===== config.mk =====
export PLATFORM = sky130hd
export DESIGN_NAME = cpio_crossbar_port_io
export DESIGN_NICKNAME = d
export VERILOG_FILES = /design/src/cpio_pkg.sv /design/src/cpio_crossbar_port_io.sv
export VERILOG_INCLUDE_DIRS = /design/src
export SDC_FILE = /design/constraint.sdc
export NUM_CORES = 1
export LEC_CHECK = 0
export BUFFER_PORTS_ARGS = -buffer_cell sky130_fd_sc_hd__buf_2
export CAP_MARGIN = 20
export CORE_AREA = 2 2 133 232
export DETAILED_ROUTE_END_ITERATION = 8
export DIE_AREA = 0 0 135 234
export PLACE_DENSITY = 0.74
export SYNTH_ARGS = -nofsm -noshare
export SYNTH_HDL_FRONTEND = slang
export SYNTH_SLANG_ARGS = --single-unit

===== constraint.sdc =====
create_clock -name sys_clk -period 14.61 [get_ports sys_clk]
set_input_delay 1.461 -clock sys_clk [delete_from_list [all_inputs] [get_ports sys_clk]]
set_output_delay 1.461 -clock sys_clk [all_outputs]
set_load 0.03 [all_outputs]

===== src/cpio_defines.svh =====
//==============================================================
// Operation
// Route bits 7..4 enable comparator 1 async, 1 sync, 0 async, 0 sync outputs.
// Route bit 3 sends the system clock, divided by 1/2/4/8, to a pin. The code divides by 2/4/8/16.
// Route bit 2 places two-wire data and clock on pins; clear places neither.
// Route bit 1 places serial peripheral lines, three or four by select mode.
// Route bit 0 places async transmit/receive on fixed pins, not by priority.
// Pullup-disable bit 7 at 0 enables weak pullups except analog pins. The code also keeps them off on port 0 push-pull pins.
// Bit 6 enables the crossbar; assignments apply only while it is set.
// Bits 5 and 4 route timer 1 and timer 0 inputs when set.
// Bit 3 routes the counter external input when set.
// Capture field 000 routes none, 001..110 route first N modules, 111 reserved.
// Writes to a port data register are stored in the port latch.
// Ordinary port reads return live pin levels whatever the crossbar does.
// Read-modify-write reads return the latch, not the pins.
// Match event when masked pins differ from masked match value.
// Match event requests interrupt when enabled and wakes the oscillator.
// Mask bit 0 excludes the pin from matching; 1 compares it.
// Open-drain pin with latch 1 floats; latch 0 drives low.
// Reads of analog-mode pins return 0; digital pins return the level.
// Input-mode bit 0 makes pin analog, no pullup, driver or receiver. The code still feeds such pins to match and peripheral inputs.
// Output-mode 0 open-drain, 1 push-pull, ignored for analog pins.
// Pins carrying two-wire data or clock are always open-drain.
// Skip bit 1 makes crossbar pass over the pin as if assigned.
// Enabled peripherals take lowest free unskipped pin in priority order.
// Crossbar disabled keeps all pins inputs with output drivers off.
// Pullup off on pins driving 0 and analog pins; push-pull unaffected. The code also turns it off on port 0 push-pull pins.
// Two-wire enable takes both pins; async serial enable takes both pins.
// Priority table: async serial, SPI, two-wire, comparators, clock, capture, counter, timers.
`ifndef CPIO_DEFINES_SVH
`define CPIO_DEFINES_SVH

//==============================================================
// Register addresses
`define CPIO_ADDR_P0_LATCH   8'h80
`define CPIO_ADDR_P1_LATCH   8'h90
`define CPIO_ADDR_P0_OUTMODE 8'ha4
`define CPIO_ADDR_P0_SKIP    8'hd4
`define CPIO_ADDR_ROUTE_A    8'he1
`define CPIO_ADDR_ROUTE_B    8'he2
`define CPIO_ADDR_P0_INMODE  8'hf1
`define CPIO_ADDR_P0_MATVAL  8'hf3
`define CPIO_ADDR_P0_MATMASK 8'hf4

//==============================================================
// Reset values
`define CPIO_RST_LATCH   8'hff
`define CPIO_RST_OUTMODE 8'h00
`define CPIO_RST_SKIP    8'h00
`define CPIO_RST_ROUTE   8'h00
`define CPIO_RST_INMODE  8'hff
`define CPIO_RST_MATVAL  8'hff
`define CPIO_RST_MATMASK 8'h00

//==============================================================
// Route A fields
`define CPIO_A_CMP1_ASYNC 7
`define CPIO_A_CMP1_SYNC  6
`define CPIO_A_CMP0_ASYNC 5
`define CPIO_A_CMP0_SYNC  4
`define CPIO_A_CLOCK_OUT  3
`define CPIO_A_TWOWIRE    2
`define CPIO_A_SERIAL     1
`define CPIO_A_ASYNC      0
// Route B fields
`define CPIO_B_PULLUP_DIS 7
`define CPIO_B_XBAR_EN    6
`define CPIO_B_TIMER1     5
`define CPIO_B_TIMER0     4
`define CPIO_B_COUNTER    3
`define CPIO_B_CAPT_HI    2
`define CPIO_B_CAPT_LO    0
`define CPIO_CAPT_RSVD    3'h7

//==============================================================
// Peripheral signal indices, in priority order
`define CPIO_SIG_TX    0
`define CPIO_SIG_RX    1
`define CPIO_SIG_SCK   2
`define CPIO_SIG_MISO  3
`define CPIO_SIG_MOSI  4
`define CPIO_SIG_NSS   5
`define CPIO_SIG_SDA   6
`define CPIO_SIG_SCL   7
`define CPIO_SIG_CP0   8
`define CPIO_SIG_CP0A  9
`define CPIO_SIG_CP1   10
`define CPIO_SIG_CP1A  11
`define CPIO_SIG_CLK   12
`define CPIO_SIG_CAPTURE_MODULE_OUT_FIRST  13
`define CPIO_SIG_ECI   19
`define CPIO_SIG_T0    20
`define CPIO_SIG_T1    21
`define CPIO_NUM_SIG   22
// Signals whose peripheral enable may drive a pin (inputs RX, COUNTER_EXT_INPUT, T0, T1 never do; CLK is driven locally)
`define CPIO_SIG_DRIVES 22'h07effd
// Fixed async serial pins, large and small packages
`define CPIO_TX_PIN_LARGE 1
`define CPIO_RX_PIN_LARGE 2
`define CPIO_TX_PIN_SMALL 4
`define CPIO_RX_PIN_SMALL 5

`endif


===== src/cpio_pkg.sv =====
//==============================================================
// Shared types
package cpio_pkg;
  typedef logic [4:0] cpio_sel_t;  // Peripheral signal index
  typedef logic [7:0] cpio_byte_t;
  typedef logic [21:0] cpio_sigvec_t;
endpackage : cpio_pkg

===== src/cpio_crossbar_port_io.sv =====
`timescale 1ns/1ns
`default_nettype none
`include "cpio_defines.svh"

//==============================================================
// Two-flop pin synchroniser; only the second stage is read
module cpio_pin_sync #(
  parameter int WIDTH = 8
) (
  // Clock and reset
  input  wire logic             sys_clk,
  input  wire logic             rst_b,
  // Pin in, synchronised level out
  input  wire logic [WIDTH-1:0] pinIn,
  output logic [WIDTH-1:0]      pinSync
);
  logic [WIDTH-1:0] pinMeta;

  // Resets high, the idle level of a pulled-up pin, so no false edge follows
  always_ff @(posedge sys_clk or negedge rst_b) begin
    if (!rst_b) begin
      pinMeta <= '1;
      pinSync <= '1;
    end else begin
      pinMeta <= pinIn;
      pinSync <= pinMeta;
    end
  end
endmodule : cpio_pin_sync

module cpio_crossbar_port_io #(
  parameter bit LARGE_PACKAGE = 1'b0
) (
  // Clock and reset
  input  wire logic                  sys_clk,
  input  wire logic                  rst_b,
  // Special function register bus
  input  wire logic [7:0]            sfrAddr,
  input  wire logic                  sfrWrite,
  input  wire logic [7:0]            sfrWdata,
  input  wire logic                  sfrRead,
  input  wire logic                  sfrRmw,
  output logic [7:0]                 sfrRdata,
  // Settings from other blocks
  input  wire logic [1:0]            clock_out_divider,
  input  wire logic [1:0]            slave_select_mode,
  input  wire logic                  match_irq_enable,
  // Peripheral side
  input  wire cpio_pkg::cpio_sigvec_t periphOut,
  input  wire cpio_pkg::cpio_sigvec_t periphOe,
  output cpio_pkg::cpio_sigvec_t     periphIn,
  // Port 0 pins
  input  wire logic [7:0]            port0PinIn,
  output logic [7:0]                 port0PinOut,
  output logic [7:0]                 port0PinOe,
  output logic [7:0]                 port0Pullup,
  // Port 1 pins
  input  wire logic [7:0]            port1PinIn,
  output logic [7:0]                 port1PinOut,
  output logic [7:0]                 port1PinOe,
  output logic [7:0]                 port1Pullup,
  // Match event
  output logic                       matchEvent,
  output logic                       matchIrqReq,
  output logic                       oscWake
);

  //==============================================================
  // Registers
  cpio_pkg::cpio_byte_t port0_data_latch;
  cpio_pkg::cpio_byte_t port1_data_latch;
  cpio_pkg::cpio_byte_t port0_output_mode;
  cpio_pkg::cpio_byte_t port0_skip_select;
  cpio_pkg::cpio_byte_t crossbar_route_a;
  cpio_pkg::cpio_byte_t crossbar_route_b;
  cpio_pkg::cpio_byte_t port0_input_mode;
  cpio_pkg::cpio_byte_t port0_match_value;
  cpio_pkg::cpio_byte_t port0_match_mask;

  //==============================================================
  // Address decode
  wire hitP0      = sfrAddr == `CPIO_ADDR_P0_LATCH;
  wire hitP1      = sfrAddr == `CPIO_ADDR_P1_LATCH;
  wire hitOutMode = sfrAddr == `CPIO_ADDR_P0_OUTMODE;
  wire hitSkip    = sfrAddr == `CPIO_ADDR_P0_SKIP;
  wire hitRouteA  = sfrAddr == `CPIO_ADDR_ROUTE_A;
  wire hitRouteB  = sfrAddr == `CPIO_ADDR_ROUTE_B;
  wire hitInMode  = sfrAddr == `CPIO_ADDR_P0_INMODE;
  wire hitMatVal  = sfrAddr == `CPIO_ADDR_P0_MATVAL;
  wire hitMatMask = sfrAddr == `CPIO_ADDR_P0_MATMASK;

  // Register writes; port latches only hold the value, pins follow later
  always_ff @(posedge sys_clk or negedge rst_b) begin
    if (!rst_b) begin
      port0_data_latch  <= `CPIO_RST_LATCH;
      port1_data_latch  <= `CPIO_RST_LATCH;
      port0_output_mode <= `CPIO_RST_OUTMODE;
      port0_skip_select <= `CPIO_RST_SKIP;
      crossbar_route_a  <= `CPIO_RST_ROUTE;
      crossbar_route_b  <= `CPIO_RST_ROUTE;
      port0_input_mode  <= `CPIO_RST_INMODE;
      port0_match_value <= `CPIO_RST_MATVAL;
      port0_match_mask  <= `CPIO_RST_MATMASK;
    end else if (sfrWrite) begin
      if (hitP0) port0_data_latch <= sfrWdata;
      if (hitP1) port1_data_latch <= sfrWdata;
      if (hitOutMode) port0_output_mode <= sfrWdata;
      if (hitSkip) port0_skip_select <= sfrWdata;
      if (hitRouteA) crossbar_route_a <= sfrWdata;
      if (hitRouteB) crossbar_route_b <= sfrWdata;
      if (hitInMode) port0_input_mode <= sfrWdata;
      if (hitMatVal) port0_match_value <= sfrWdata;
      if (hitMatMask) port0_match_mask <= sfrWdata;
    end
  end

  //==============================================================
  // Pin synchronisers; first stage feeds only the second
  logic [7:0] p0Sync;
  logic [7:0] p1Sync;

  cpio_pin_sync #(
    .WIDTH(8)
  ) u_p0Sync (
    .sys_clk(sys_clk),
    .rst_b  (rst_b),
    .pinIn  (port0PinIn),
    .pinSync(p0Sync)
  );

  cpio_pin_sync #(
    .WIDTH(8)
  ) u_p1Sync (
    .sys_clk(sys_clk),
    .rst_b  (rst_b),
    .pinIn  (port1PinIn),
    .pinSync(p1Sync)
  );

  //==============================================================
  // Read path
  // Analog pins read 0 on ordinary reads; latch returned on RMW reads
  wire [7:0] p0Live = p0Sync & port0_input_mode;
  wire [7:0] p0Read = sfrRmw ? port0_data_latch : p0Live;
  wire [7:0] p1Read = sfrRmw ? port1_data_latch : p1Sync;
  wire [7:0] next_rdata =
    hitP0      ? p0Read :
    hitP1      ? p1Read :
    hitOutMode ? port0_output_mode :
    hitSkip    ? port0_skip_select :
    hitRouteA  ? crossbar_route_a :
    hitRouteB  ? crossbar_route_b :
    hitInMode  ? port0_input_mode :
    hitMatVal  ? port0_match_value :
    hitMatMask ? port0_match_mask : 8'h00;  // Unmapped reads 0

  // Read data is held until the next read
  always_ff @(posedge sys_clk or negedge rst_b) begin
    if (!rst_b) begin
      sfrRdata <= 8'h00;
    end else if (sfrRead) begin
      sfrRdata <= next_rdata;
    end
  end

  //==============================================================
  // Control fields
  wire       xbarOn     = crossbar_route_b[`CPIO_B_XBAR_EN];
  wire       pullupOff  = crossbar_route_b[`CPIO_B_PULLUP_DIS];
  wire [2:0] captField  = crossbar_route_b[`CPIO_B_CAPT_HI:`CPIO_B_CAPT_LO];
  // Reserved code 111 treated as no modules routed
  wire [2:0] captCount  = (captField == `CPIO_CAPT_RSVD) ? 3'h0 : captField;
  wire       fourWire   = slave_select_mode != 2'h0;
  wire       uartOn     = xbarOn & crossbar_route_a[`CPIO_A_ASYNC];

  // Per-signal enables in priority order
  cpio_pkg::cpio_sigvec_t sigEn;
  always_comb begin
    sigEn = '0;
    sigEn[`CPIO_SIG_SCK]  = crossbar_route_a[`CPIO_A_SERIAL];
    sigEn[`CPIO_SIG_MISO] = crossbar_route_a[`CPIO_A_SERIAL];
    sigEn[`CPIO_SIG_MOSI] = crossbar_route_a[`CPIO_A_SERIAL];
    sigEn[`CPIO_SIG_NSS]  = crossbar_route_a[`CPIO_A_SERIAL] & fourWire;
    sigEn[`CPIO_SIG_SDA]  = crossbar_route_a[`CPIO_A_TWOWIRE];
    sigEn[`CPIO_SIG_SCL]  = crossbar_route_a[`CPIO_A_TWOWIRE];
    sigEn[`CPIO_SIG_CP0]  = crossbar_route_a[`CPIO_A_CMP0_SYNC];
    sigEn[`CPIO_SIG_CP0A] = crossbar_route_a[`CPIO_A_CMP0_ASYNC];
    sigEn[`CPIO_SIG_CP1]  = crossbar_route_a[`CPIO_A_CMP1_SYNC];
    sigEn[`CPIO_SIG_CP1A] = crossbar_route_a[`CPIO_A_CMP1_ASYNC];
    sigEn[`CPIO_SIG_CLK]  = crossbar_route_a[`CPIO_A_CLOCK_OUT];
    for (int m = 0; m < 6; m++) begin
      sigEn[`CPIO_SIG_CAPTURE_MODULE_OUT_FIRST + m] = m < int'(captCount);
    end
    sigEn[`CPIO_SIG_ECI]  = crossbar_route_b[`CPIO_B_COUNTER];
    sigEn[`CPIO_SIG_T0]   = crossbar_route_b[`CPIO_B_TIMER0];
    sigEn[`CPIO_SIG_T1]   = crossbar_route_b[`CPIO_B_TIMER1];
    if (!xbarOn) sigEn = '0;
  end

  //==============================================================
  // Clock output divider
  // Counter bit n toggles every 2^n cycles, so each tap is one octave below its nominal division: sys_clk/2, /4, /8 or /16
  logic [3:0] clkDiv;
  always_ff @(posedge sys_clk or negedge rst_b) begin
    if (!rst_b) begin
      clkDiv <= 4'h0;
    end else begin
      clkDiv <= clkDiv + 4'h1;
    end
  end
  wire clockOutBit = clkDiv[clock_out_divider];

  // Signal values with the clock output inserted locally
  cpio_pkg::cpio_sigvec_t sigOut;
  cpio_pkg::cpio_sigvec_t sigDrv;
  always_comb begin
    sigOut = periphOut;
    sigDrv = periphOe & `CPIO_SIG_DRIVES;
    sigOut[`CPIO_SIG_CLK] = clockOutBit;
    sigDrv[`CPIO_SIG_CLK] = 1'b1;
  end

  //==============================================================
  // Priority decoder
  // Full combinational search each cycle; 22 signals over 8 pins is cheap
  localparam int TX_PIN = LARGE_PACKAGE ? `CPIO_TX_PIN_LARGE : `CPIO_TX_PIN_SMALL;
  localparam int RX_PIN = LARGE_PACKAGE ? `CPIO_RX_PIN_LARGE : `CPIO_RX_PIN_SMALL;

  cpio_pkg::cpio_sel_t pinSel [8];
  logic [7:0]          pinAssigned;
  logic [7:0]          taken;
  logic                placed;
  always_comb begin
    taken       = port0_skip_select;
    pinAssigned = 8'h00;
    placed      = 1'b0;
    for (int p = 0; p < 8; p++) begin
      pinSel[p] = 5'h00;
    end
    // Async serial sits on fixed pins ahead of everything else
    if (uartOn) begin
      taken[TX_PIN]       = 1'b1;
      taken[RX_PIN]       = 1'b1;
      pinAssigned[TX_PIN] = 1'b1;
      pinAssigned[RX_PIN] = 1'b1;
      pinSel[TX_PIN]      = 5'(`CPIO_SIG_TX);
      pinSel[RX_PIN]      = 5'(`CPIO_SIG_RX);
    end
    // Remaining signals take the lowest free pin in table order
    for (int s = `CPIO_SIG_SCK; s < `CPIO_NUM_SIG; s++) begin
      placed = 1'b0;
      for (int p = 0; p < 8; p++) begin
        if (sigEn[s] && !taken[p] && !placed) begin
          taken[p]       = 1'b1;
          pinAssigned[p] = 1'b1;
          pinSel[p]      = 5'(s);
          placed         = 1'b1;
        end
      end
    end
  end

  //==============================================================
  // Pin drivers for port 0
  logic [7:0] next_p0Out;
  logic [7:0] next_p0Oe;
  logic [7:0] next_p0Pull;
  logic [7:0] twoWirePin;
  logic [7:0] wantDrive;
  logic [7:0] openDrain;
  always_comb begin
    for (int p = 0; p < 8; p++) begin
      twoWirePin[p] = pinAssigned[p] &&
                      (pinSel[p] == 5'(`CPIO_SIG_SDA) || pinSel[p] == 5'(`CPIO_SIG_SCL));
      if (pinAssigned[p]) begin
        next_p0Out[p] = sigOut[pinSel[p]];
        wantDrive[p]  = sigDrv[pinSel[p]];
      end else begin
        next_p0Out[p] = port0_data_latch[p];
        wantDrive[p]  = 1'b1;
      end
    end
    openDrain = ~port0_output_mode | twoWirePin;
    // Open-drain lets a 1 float; a 0 pulls low
    for (int p = 0; p < 8; p++) begin
      next_p0Oe[p] = wantDrive[p] & (openDrain[p] ? ~next_p0Out[p] : 1'b1);
    end
    next_p0Oe = next_p0Oe & port0_input_mode;
    if (!xbarOn) next_p0Oe = 8'h00;
    // Weak pullup only on open-drain digital pins not pulling low
    next_p0Pull = {8{!pullupOff}} & openDrain & port0_input_mode
                  & ~(next_p0Oe & ~next_p0Out);
  end

  // Port 1 is plain open-drain general purpose I/O
  wire [7:0] next_p1Oe   = xbarOn ? ~port1_data_latch : 8'h00;
  wire [7:0] next_p1Pull = {8{!pullupOff}} & ~next_p1Oe;

  //==============================================================
  // Inputs returned to peripherals; unrouted inputs idle high
  cpio_pkg::cpio_sigvec_t next_periphIn;
  always_comb begin
    next_periphIn = '1;
    for (int p = 0; p < 8; p++) begin
      if (pinAssigned[p]) begin
        next_periphIn[pinSel[p]] = p0Sync[p];
      end
    end
  end

  //==============================================================
  // Match comparator; masked-out pins never take part
  wire mismatch = |((p0Sync ^ port0_match_value) & port0_match_mask);

  //==============================================================
  // Output registers
  always_ff @(posedge sys_clk or negedge rst_b) begin
    if (!rst_b) begin
      port0PinOut <= 8'hff;
      port0PinOe  <= 8'h00;
      port0Pullup <= 8'h00;
      port1PinOut <= 8'hff;
      port1PinOe  <= 8'h00;
      port1Pullup <= 8'h00;
      periphIn    <= '1;
      matchEvent  <= 1'b0;
      matchIrqReq <= 1'b0;
      oscWake     <= 1'b0;
    end else begin
      port0PinOut <= next_p0Out;
      port0PinOe  <= next_p0Oe;
      port0Pullup <= next_p0Pull;
      port1PinOut <= port1_data_latch;
      port1PinOe  <= next_p1Oe;
      port1Pullup <= next_p1Pull;
      periphIn    <= next_periphIn;
      matchEvent  <= mismatch;
      matchIrqReq <= mismatch & match_irq_enable;
      oscWake     <= mismatch;
    end
  end

endmodule : cpio_crossbar_port_io
`default_nettype wire


==> results of run 1 <==
==> placed cells by master (no fill, tap or decap), drive strengths merged, types with 32 or more instances in the layout <==
cell type | synthesis | layout
buf | 45 | 181
dfstp | 102 | 102
a31oi | 36 | 36
nor2 | 217 | 217
o211ai | 42 | 42
nand2 | 189 | 189
nand3 | 69 | 69
and2 | 34 | 34
mux2 | 111 | 111
nor3 | 58 | 58
a21oi | 165 | 165
dfrtp | 86 | 86
o21ai | 102 | 102
mux2i | 72 | 72
inv | 27 | 32
a211oi | 38 | 38
==> metrics by stage <==
| stage | instances | instance area, µm² |
|---|---|---|
| global placement | 2355 | 17100 |
| floorplan | 1906 | 16200 |
| detailed placement | 2355 | 17100 |
| CTS | 2387 | 17700 |
| global route | 2390 | 17700 |
| finish | 2391 | 17700 |
==> routing by layer <==
metal | up-vias | track usage | wire length, µm
met1 | 8156 | 0.483 | 23000
met5 | - | 0 | 0
met2 | 1064 | 0.683 | 31300
met3 | 336 | 0.0826 | 5840
li1 | 7512 | - | -
met4 | 0 | 0.376 | 7420
==> kinds of logic (layout without fill, tap and decap cells) <==
family                     Yosys count  after routing
AOI/OAI and AO/OA                  648            648
xor gates and xnor gates            18             18
adders and majority gates           12             12
buffers and inverters              146            243
DFF                                188            188
muxes                              194            194
other                                0              1
and+or+nand+nor                    700            700
==> final timing paths <==
kind / from / end / slack [ps]
worst max register to register: port0_skip_select[0]$_DFFE_PN0P_ / port0Pullup[6]$_DFF_PN0_ / 6710
worst max-delay path: slave_select_mode[1] / port0Pullup[6]$_DFF_PN0_ / 6690
worst min register to register: u_p0Sync.pinMeta[3]$_DFF_PN1_ / u_p0Sync.pinSync[3]$_DFF_PN1_ / 350
min in group asynchronous: rst_b / oscWake$_DFF_PN0_ / 1110
worst min-delay path: u_p0Sync.pinMeta[3]$_DFF_PN1_ / u_p0Sync.pinSync[3]$_DFF_PN1_ / 350
max in group asynchronous: rst_b / port0PinOe[0]$_DFF_PN0_ / 12040
==> power breakdown <==
part	switching, mW	leakage (nW)	internal (mW)
logic	0.159	4.79	0.0743
clock network	0.237	0.299	0.243
registers	0.0340	2.20	0.553
==> area by class of cell <==
| cell class | instances | area, µm² | area share |
|---|---|---|---|
| Timing Repair Buffer | 183 | 977 | 0.0551 |
| Antenna cell | 1 | 2.50 | 0.000141 |
| Sequential cell | 188 | 4830 | 0.273 |
| Tap cell | 387 | 484 | 0.0273 |
| Clock buffer | 19 | 464 | 0.0262 |
| Inverter | 28 | 105 | 0.00593 |
| Multi-Input combinational cell | 1572 | 10700 | 0.604 |
| Clock inverter | 13 | 150 | 0.00847 |
==> worst register-to-register path: stages (launching register included) <==
cell and delay, ps:
dfrtp_1 560, buf_4 370, nor3_1 650, a211oi_2 370, nor2_2 370, and2_1 520, a21oi_2 240, o32ai_1 620
and2_1 490, o21ai_2 190, o21a_1 190, o32a_1 370, o221ai_1 340, buf_4 290, nand2b_1 500, mux2i_1 150
mux2_2 280, o21ai_1 140, a21oi_1 100, o41ai_1 820, a221oi_1 190
==> cells in the mapped netlist (11+ instances only) <==
| master | instances | area [µm²] |
|---|---|---|
| nor4_1 | 13 | 81.3 |
| and2_1 | 34 | 213 |
| a31oi_1 | 33 | 206 |
| o21ai_0 | 81 | 405 |
| buf_2 | 21 | 105 |
| o21ai_1 | 18 | 90.1 |
| dfrtp_1 | 86 | 2150 |
| nor2_1 | 213 | 800 |
| a211oi_1 | 27 | 203 |
| nor3_1 | 53 | 265 |
| a221oi_1 | 21 | 184 |
| nand4_1 | 12 | 75.1 |
| nand2_1 | 188 | 706 |
| nor2b_1 | 12 | 75.1 |
| or3_1 | 11 | 68.8 |
| o22ai_1 | 21 | 131 |
| mux4_2 | 11 | 248 |
| mux2i_1 | 72 | 721 |
| and3_1 | 21 | 131 |
| o221ai_1 | 15 | 131 |
| nand2b_1 | 11 | 68.8 |
| o211ai_1 | 42 | 315 |
| o31ai_1 | 15 | 113 |
| clkbuf_1 | 73 | 274 |
| a211o_1 | 11 | 96.3 |
| dfstp_2 | 102 | 2680 |
| inv_1 | 26 | 97.6 |
| nand3_1 | 64 | 320 |
| a22oi_1 | 12 | 90.1 |
| mux2_2 | 109 | 1230 |
| a21oi_1 | 162 | 811 |
| o31a_1 | 11 | 96.3 |
==> results by group, run 1 <==
Yosys
  – Net Count, Synth: 1993
  – Synth Instances: 1906
  – Synth Area in Compound Gates: 0.293
  – Main synth FF type: dfstp_2
  – Sequential area share after synthesis: 0.299
  – Synth Area in Adders: 0.00774
  – Synth Area in XOR/XNOR: 0.00976
  – Yosys cell types: 122
  – Ys async rst share: 1.00
  – Cell area after synthesis: 16200 µm²
  – Post-synth EDFFs: 0
  – Mean Syn Cell Area: 8.48 µm²
  – Synth Area in Simple Gates: 0.212
  – Largest family of logic cells by synthesized area: compound AO/OA/AOI/OAI gates
  – Synth Register Bits: 188
  – YS warnings: 0
  – Post-synthesis mux area share: 0.137

Placement
  – Buffers on Ports: 160
  – DP HPWL: 50.8 mm
  – Minimum setup slack after placement: 6470 ps
  – GP Congestion: 0.978

CTS
  – # resized after CTS: 0
  – Longest Clk Path Bufs: 2
  – CTS tree: yes
  – Postcts setup bufs: 0
  – Cts hold-fix bufs: 0
  – Clock Pin Slew Worst Setup and Hold Paths: 70 ps
  – Worst-Skew Late Latency: 460 ps
  – H-tree Lvls: 4
  – Clock Sinks: 188
  – TritonCTS Buffers: 17
  – CTS root buf: clkbuf_16

Die
  – Die W: 135 µm
  – Core Footprint: 29800 µm²
  – # rows: 84
  – Top-Level Pins: 167
  – Initial core utilization: 0.541
  – Die ar.: 31600 µm²
  – Die Height: 234 µm

STA
  – Final Hold Viols: 0
  – Fin crit period: 7920 ps
  – Relative slew slack: 0.194
  – Skew final: 10.8 ps
  – Setup-failing EPs final: 0
  – Final critical-path setup slack: 6690 ps
  – Slew @ Worst Pin: 1200 ps
  – Period utilization: 0.542
  – Fin Setup TNS: 0 ps
  – Max-slew violation count: 0
  – FMAX: 126 MHz
  – Hold_ws: 351 ps
  – RSZ-0062 raised after global routing: false

GRT
  – Antenna violations before repair: 2
  – Tot GR Track Use: 0.427
  – Grt total ovfl: 0
  – Pin count of the biggest net entering global routing: 113
  – Number of global-route vias before repair: 16300
  – First-pass GRT wire length: 101 mm

Pwr
  – Lkg Pwr: 7.29 nW
  – Worst vdd rail ir drop: 141 µV
  – Total Power: 1.30 mW
  – Power Density: 73.4 nW/µm²

Finish
  – Final core utilization: 0.594
  – Final net count: 2077
  – Reg with most FFs: periphIn
  – Share of layout cells above drive strength 1: 0.264
  – Fillcell total: 2758
  – Max FFs per register: 22
  – Area growth syn-to-layout: 9.67%

Route
  – DR vias: 17100
  – Drt pass-1 iters: 8
  – Antenna violation net count after detailed routing: 0
  – Vias per inst: 7.14
  – DRC errors left: 0
  – WL final: 67.6 mm
  – Initial DRC count: 1936
  – Routed len/inst: 28.3 µm

Setup path
  – Most used cell, CP: o21ai_1
  – Critical path depth: 20
  – Worst path cell trace: buf_2 -> o211ai_1 -> nand3_2 -> nor3_2 -> o21ai_1 -> nand3b_1 -> a22o_1 -> nor2_1 -> o31ai_1 -> nand2_1 -> o32a_1 -> o221ai_1 -> buf_4 -> nand2b_1 -> mux2i_1 -> mux2_2 -> o21ai_1 -> a21oi_1 -> o41ai_1 -> a221oi_1
  – Reg2reg path depth: 20
  – Worst setup EP type: flip-flop
  – Slowest-stage cell, CP: o41ai_1
  – Critical path arrival: 8200 ps
  – Cell family with most CP delay: compound AO/OA/AOI/OAI gates
  – CP startpoint kind: input port
  – Crit-path max FO: 14
  – CP bufs+invs: 2
  – CP Class: in2reg
  – CP required: 14890 ps
  – Max stage delay on crit path: 820 ps

Min path
  – Min-delay worst type: reg2reg
  – Worst hold path depth: 0

Outcome
  – Status: finished, final reports clean

Job
  – Max_cap viols: 0
Note: power is estimated with default switching activity, not from simulation.
==> inputs of run 2 (changes only) <==
Settings changed: PLACE_DENSITY 0.74 to 0.77.
Clock period 14.61 ns to 6.4 ns, I/O delays scaled along.
==> run 2 against run 1 <==
Net effect: sequential cell count did not move; global-route usage rose by 2.3 points; wire length rose by 5.1%; sequential share of layout area fell by 1.7 points; combinational power rose by 150%; die area did not move; sequential power rose by 130%; final cell count rose by 6.1%; largest power group unchanged.
==> results by group, run 2 (synthesis gave the netlist of run 1 again) <==
GRT
  – Pin count of the biggest net entering global routing: 119
  – GR Util met2: 0.721
  – Antenna violations before repair: 1
  – First-pass GRT wire length: 106 mm
  – Tot GR Track Use: 0.450
  – GR peak layer: met2
  – Grt total ovfl: 0
  – Number of global-route vias before repair: 17500
  – M3 GR Usage: 0.0882
  – Met1 usage: 0.502

Placement
  – Dpl cell area: 18200 µm²
  – Buffers on Ports: 160
  – DP HPWL: 54.4 mm
  – Minimum setup slack after placement: -78.2 ps
  – Inst Count DP: 2502
  – GP Congestion: 1.07

STA
  – Period utilization: 0.975
  – Fin Setup TNS: 0 ps
  – Fin crit period: 6240 ps
  – Final Hold Viols: 0
  – Relative slew slack: 0.337
  – Skew final: 12.2 ps
  – Setup-failing EPs final: 0
  – Max-slew violation count: 0
  – FMAX: 160 MHz
  – Slew @ Worst Pin: 987 ps
  – Hold_ws: 268 ps
  – Final critical-path setup slack: 160 ps

CTS
  – Postcts setup bufs: 0
  – Longest Clk Path Bufs: 2
  – H-tree Lvls: 4
  – Cts hold-fix bufs: 0
  – TritonCTS Buffers: 17
  – CTS tree: yes
  – Worst-Skew Late Latency: 460 ps
  – Clock Sinks: 188
  – Clock Pin Slew Worst Setup and Hold Paths: 80 ps
  – CTS root buf: clkbuf_16

Finish
  – Share of layout cells above drive strength 1: 0.318
  – Cell area after layout: 18900 µm²
  – Commonest non-fill, non-tap cell in the layout: nor2_1
  – Area growth syn-to-layout: 17.0%
  – Layout Cells excl Fill: 2536
  – Max FFs per register: 22
  – Reg with most FFs: periphIn
  – Fillcell total: 2594
  – Final net count: 2222
  – Commonest cells after routing, fill and taps aside: nor2_1 (212), nand2_1 (188), buf_4 (168)

Pwr
  – Lkg Pwr: 8.00 nW
  – Worst vdd rail ir drop: 319 µV
  – Power Density: 161 nW/µm²

Min path
  – Min-delay worst type: in2reg

Setup path
  – Worst setup EP type: flip-flop
  – Max stage delay on crit path: 650 ps
  – Worst path cell trace: buf_4 -> inv_1 -> o2bb2ai_1 -> buf_4 -> or4b_2 -> nor3_2 -> buf_4 -> a2111o_1 -> o211ai_1 -> a31oi_1 -> nand3b_1 -> nor3_1 -> a2111oi_2 -> buf_4 -> o311ai_1 -> buf_4 -> a31o_4 -> nor3_1 -> buf_4 -> nand2_1 -> o211ai_1 -> o311ai_1 -> a32oi_2 -> o2111a_1
  – Most used cell, CP: buf_4
  – Critical path arrival: 6640 ps
  – CP Class: reg2reg
  – CP required: 6800 ps
  – Slowest-stage cell, CP: or4b_2
  – Crit-path max FO: 20
  – CP startpoint kind: flip-flop
  – Reg-to-reg slack, setup: 160 ps

Route
  – Routed len/inst: 28.0 µm
  – Initial DRC count: 1913
  – WL final: 71.0 mm
  – Drt pass-1 iters: 6
  – Antenna violation net count after detailed routing: 0
  – DR vias: 17900
  – DRC errors left: 0
  – Vias per inst: 7.05

Die
  – Initial core utilization: 0.541
  – # rows: 84
  – Die Height: 234 µm
  – Die W: 135 µm
  – Die ar.: 31600 µm²
  – Core Footprint: 29800 µm²
  – Top-Level Pins: 167

Outcome
  – Status: finished, final reports clean

Job
  – Max_cap viols: 0
[run 2: changes by cell type in the layout (fill, tap and decap cells not counted), moves of 2 or more]
cell      previous run  this run
buf_4               21       168
and2_1              34        32
and2_2               0         2
clkinv_2             2         0
inv_12               0         2
nor2_4               1         3
nor3_1              52        50
nor3_2               5         7
o31ai_2              3         1
o31ai_4              1         3
[run 2: metrics by stage]
stage	util	power [mW]
2_1_floorplan	-	1.66
3_3_place_gp	0.609	1.90
3_5_place_dp	0.609	1.91
4_1_cts	0.630	3.04
5_1_grt	0.633	3.14
6_report	0.634	3.05
[run 2: power by group]
group / switching, mW / leakage [nW] / internal [mW]
sequential: 0.0744 / 2.20 / 1.26
clock: 0.587 / 0.300 / 0.547
combinational: 0.381 / 5.51 / 0.200
[run 2: timing repair]
| action | in CTS | in global routing |
|---|---|---|
| cloned | 0 | 0 |
| endpoints found under the setup margin | 1 | 11 |
| gates resized for setup | 1 | 20 |
[run 2: critical path, delay by kind of cell (launching register included)]
| kind | cells | cell delay (ps) |
|---|---|---|
| DFF | 1 | 470 |
| AOI/OAI and AO/OA | 11 | 2590 |
| buffers and inverters | 7 | 1510 |
| and+or+nand+nor | 6 | 1580 |
[run 2: final timing paths]
| kind | end | startpoint | cells after the start |
|---|---|---|---|
| max in group asynchronous | port0_output_mode[7]$_DFFE_PN0P_ | rst_b | 2 |
| worst min-delay path | u_p0Sync.pinMeta[5]$_DFF_PN1_ | port0PinIn[5] | 1 |
| worst min register to register | u_p0Sync.pinSync[4]$_DFF_PN1_ | u_p0Sync.pinMeta[4]$_DFF_PN1_ | 0 |
| worst max-delay path | port0Pullup[7]$_DFF_PN0_ | port0_skip_select[1]$_DFFE_PN0P_ | 24 |
| worst max register to register | port0Pullup[7]$_DFF_PN0_ | port0_skip_select[1]$_DFFE_PN0P_ | 24 |
| min in group asynchronous | port0_skip_select[3]$_DFFE_PN0P_ | rst_b | 1 |
[run 2: cell type report]
type	instances	area (µm²)	area share
Clock inverter	14	189	0.00999
Clock buffer	18	439	0.0232
Antenna cell	1	2.50	0.000132
Timing Repair Buffer	328	2070	0.110
Tap cell	387	484	0.0256
Sequential cell	188	4830	0.256
Multi-Input combinational cell	1572	10800	0.570
Inverter	28	105	0.00556
[run 2: layer usage]
layer  up-vias  part of all wire
li1       7802                 -
met1      8551              0.35
met2      1169              0.46
met3       353             0.081
met4         0              0.11
met5         -                 0
==> inputs of run 3 (changes only) <==
Settings changed: CELL_PAD_IN_SITES_DETAIL_PLACEMENT from default to 2, CELL_PAD_IN_SITES_GLOBAL_PLACEMENT from default to 2, CORE_AREA 2 2 133 232 to 2 2 171 298, DIE_AREA 0 0 135 234 to 0 0 173 300, PLACE_DENSITY 0.77 to default, PLACE_DENSITY_LB_ADDON from default to 0.1, SKIP_LAST_GASP from default to 1.
==> run 3 against run 2 <==
Net effect: final cell count rose by 11%; register-to-register slack improved by 40 ps; sequential cell count unchanged; largest cell class unchanged; count of clock-buffer cells in the layout rose by 1; total power decreased by 0.11%; sequential power about the same; clock skew increased by 8.3 ps; design area grew 2.6%; setup slack improved by 43 ps; core utilization shrank 24 points; first-iteration DRC count shrank 45%; wire length is 22% higher.
==> results by group, run 3 (synthesis gave the netlist of run 1 again) <==
STA
  – Relative slew slack: 0.149
  – Final Hold Viols: 0
  – Slew @ Worst Pin: 1280 ps
  – Setup-failing EPs final: 0
  – FMAX: 161 MHz
  – Fin crit period: 6200 ps
  – Max-slew violation count: 0
  – Fin Setup TNS: 0 ps
  – Period utilization: 0.968
  – RSZ-0062 raised after global routing: true
  – Skew final: 20.5 ps

Job
  – Max_cap viols: 0

Route
  – Vias per inst: 6.23
  – DR vias: 17600
  – Antenna violation net count after detailed routing: 0
  – WL final: 86.4 mm
  – Initial DRC count: 1058
  – Routed len/inst: 30.6 µm
  – Drt pass-1 iters: 7
  – DRC errors left: 0

GRT
  – Tot GR Track Use: 0.328
  – Number of global-route vias before repair: 18900
  – First-pass GRT wire length: 127 mm
  – Grt total ovfl: 0
  – Antenna violations before repair: 0
  – Pin count of the biggest net entering global routing: 124

Die
  – # rows: 108
  – Die Height: 300 µm
  – Initial core utilization: 0.327
  – Die W: 173 µm
  – Top-Level Pins: 167
  – Die ar.: 51900 µm²
  – Core Footprint: 49500 µm²

Finish
  – Reg with most FFs: periphIn
  – Final net count: 2233
  – Commonest cells after routing, fill and taps aside: nor2_1 (211), nand2_1 (188), buf_4 (174)
  – Max FFs per register: 22
  – Fillcell total: 5707
  – Area growth syn-to-layout: 20.0%
  – Layout Cells excl Fill: 2820
  – Share of layout cells above drive strength 1: 0.326
  – Commonest non-fill, non-tap cell in the layout: nor2_1

Placement
  – DP HPWL: 68.8 mm
  – Inst Count DP: 2781
  – GP Congestion: 0.941
  – Buffers on Ports: 160

Setup path
  – Critical path arrival: 6550 ps
  – CP startpoint kind: flip-flop
  – Crit-path max FO: 14
  – Worst setup EP type: flip-flop
  – CP required: 6760 ps
  – Reg-to-reg slack, setup: 200 ps
  – CP Class: reg2reg

CTS
  – Clock Sinks: 188
  – TritonCTS Buffers: 17
  – Worst-Skew Late Latency: 480 ps
  – CTS tree: yes
  – CTS root buf: clkbuf_16
  – Clock Pin Slew Worst Setup and Hold Paths: 90 ps
  – Longest Clk Path Bufs: 2
  – Cts hold-fix bufs: 0
  – H-tree Lvls: 4

Outcome
  – Status: finished, final reports clean

Pwr
  – Lkg Pwr: 8.06 nW
  – Power Density: 157 nW/µm²
  – Worst vdd rail ir drop: 161 µV

Min path
  – Min-delay worst type: in2async
[run 3: cell types whose count changed in the layout (fill, tap and decap cells not counted), sizes merged]
cell	delta
clkinv	-2
inv	+2
buf	+11
clkbuf	+1
clkinvlp	-1
[run 3: critical path, cell delays in order (launching register included)]
cell,delay (ps)
dfrtp_1,610
nand2_1,340
o221ai_2,460
nand2_1,230
buf_4,220
a21oi_2,270
buf_4,210
nand2_1,130
nor2_2,260
nor4_2,100
buf_4,210
o2111ai_1,290
o21ai_1,200
buf_4,170
nor3_1,370
nor2_2,110
buf_4,170
a31oi_4,180
and2_1,400
mux2i_1,290
o21ai_1,100
a21oi_1,180
a32oi_2,130
buf_4,190
o2111a_1,240
[run 3: final timing paths]
kind                                            startpoint                                to  cells past startpoint
max                        crossbar_route_a[5]$_DFFE_PN0P_          port0Pullup[7]$_DFF_PN0_                     24
min                                                  rst_b  port0_skip_select[1]$_DFFE_PN0P_                      1
max reg2reg                crossbar_route_a[5]$_DFFE_PN0P_          port0Pullup[7]$_DFF_PN0_                     24
min reg2reg                  u_p0Sync.pinMeta[3]$_DFF_PN1_     u_p0Sync.pinSync[3]$_DFF_PN1_                      0
max in group asynchronous                            rst_b           port0PinOe[6]$_DFF_PN0_                      2
min in group sys_clk                         port0PinIn[1]     u_p0Sync.pinMeta[1]$_DFF_PN1_                      1
[run 3: timing repair]
item                       CTS  global route
setup endpoints to repair    0            13
setup buffers                0             5
resized for setup            0            28
[run 3: report_power, final]
group	internal [mW]	total, mW	switching, mW
sequential	1.26	1.35	0.0822
combinational	0.201	0.604	0.403
clock	0.523	1.10	0.576
total	1.99	3.05	1.06
[run 3: layout make-up]
cell class | count | area [µm²] | area share
antenna | 1 | 2.50 | 0.000129
tap | 660 | 826 | 0.0426
inverter | 28 | 105 | 0.00542
clock inverter | 13 | 141 | 0.00729
sequential | 188 | 4840 | 0.249
multi-input combinational | 1572 | 10800 | 0.559
clock buffer | 19 | 433 | 0.0223
timing repair buffer | 339 | 2220 | 0.114
[run 3: routing by layer]
metal / GRT usage / vias up / wire length [µm]
met5: 0 / - / 0
met4: 0.236 / 0 / 7220
met3: 0.0387 / 214 / 2940
met2: 0.598 / 482 / 44200
met1: 0.350 / 9067 / 32000
li1: - / 7795 / -
[run 3: per-stage QoR]
step / total power, mW / cell area [µm²] / util / hold slack, ps / worst slack [ps]
global placement: 1.94 / 18700 / 0.377 / 346 / 230
floorplan: 1.66 / 16200 / - / 344 / 1040
global route: 3.17 / 19400 / 0.392 / 193 / -60.7
detailed placement: 1.96 / 18700 / 0.377 / 347 / 109
CTS: 3.07 / 19200 / 0.389 / 182 / 68.6
finish: 3.05 / 19400 / 0.392 / 175 / 204
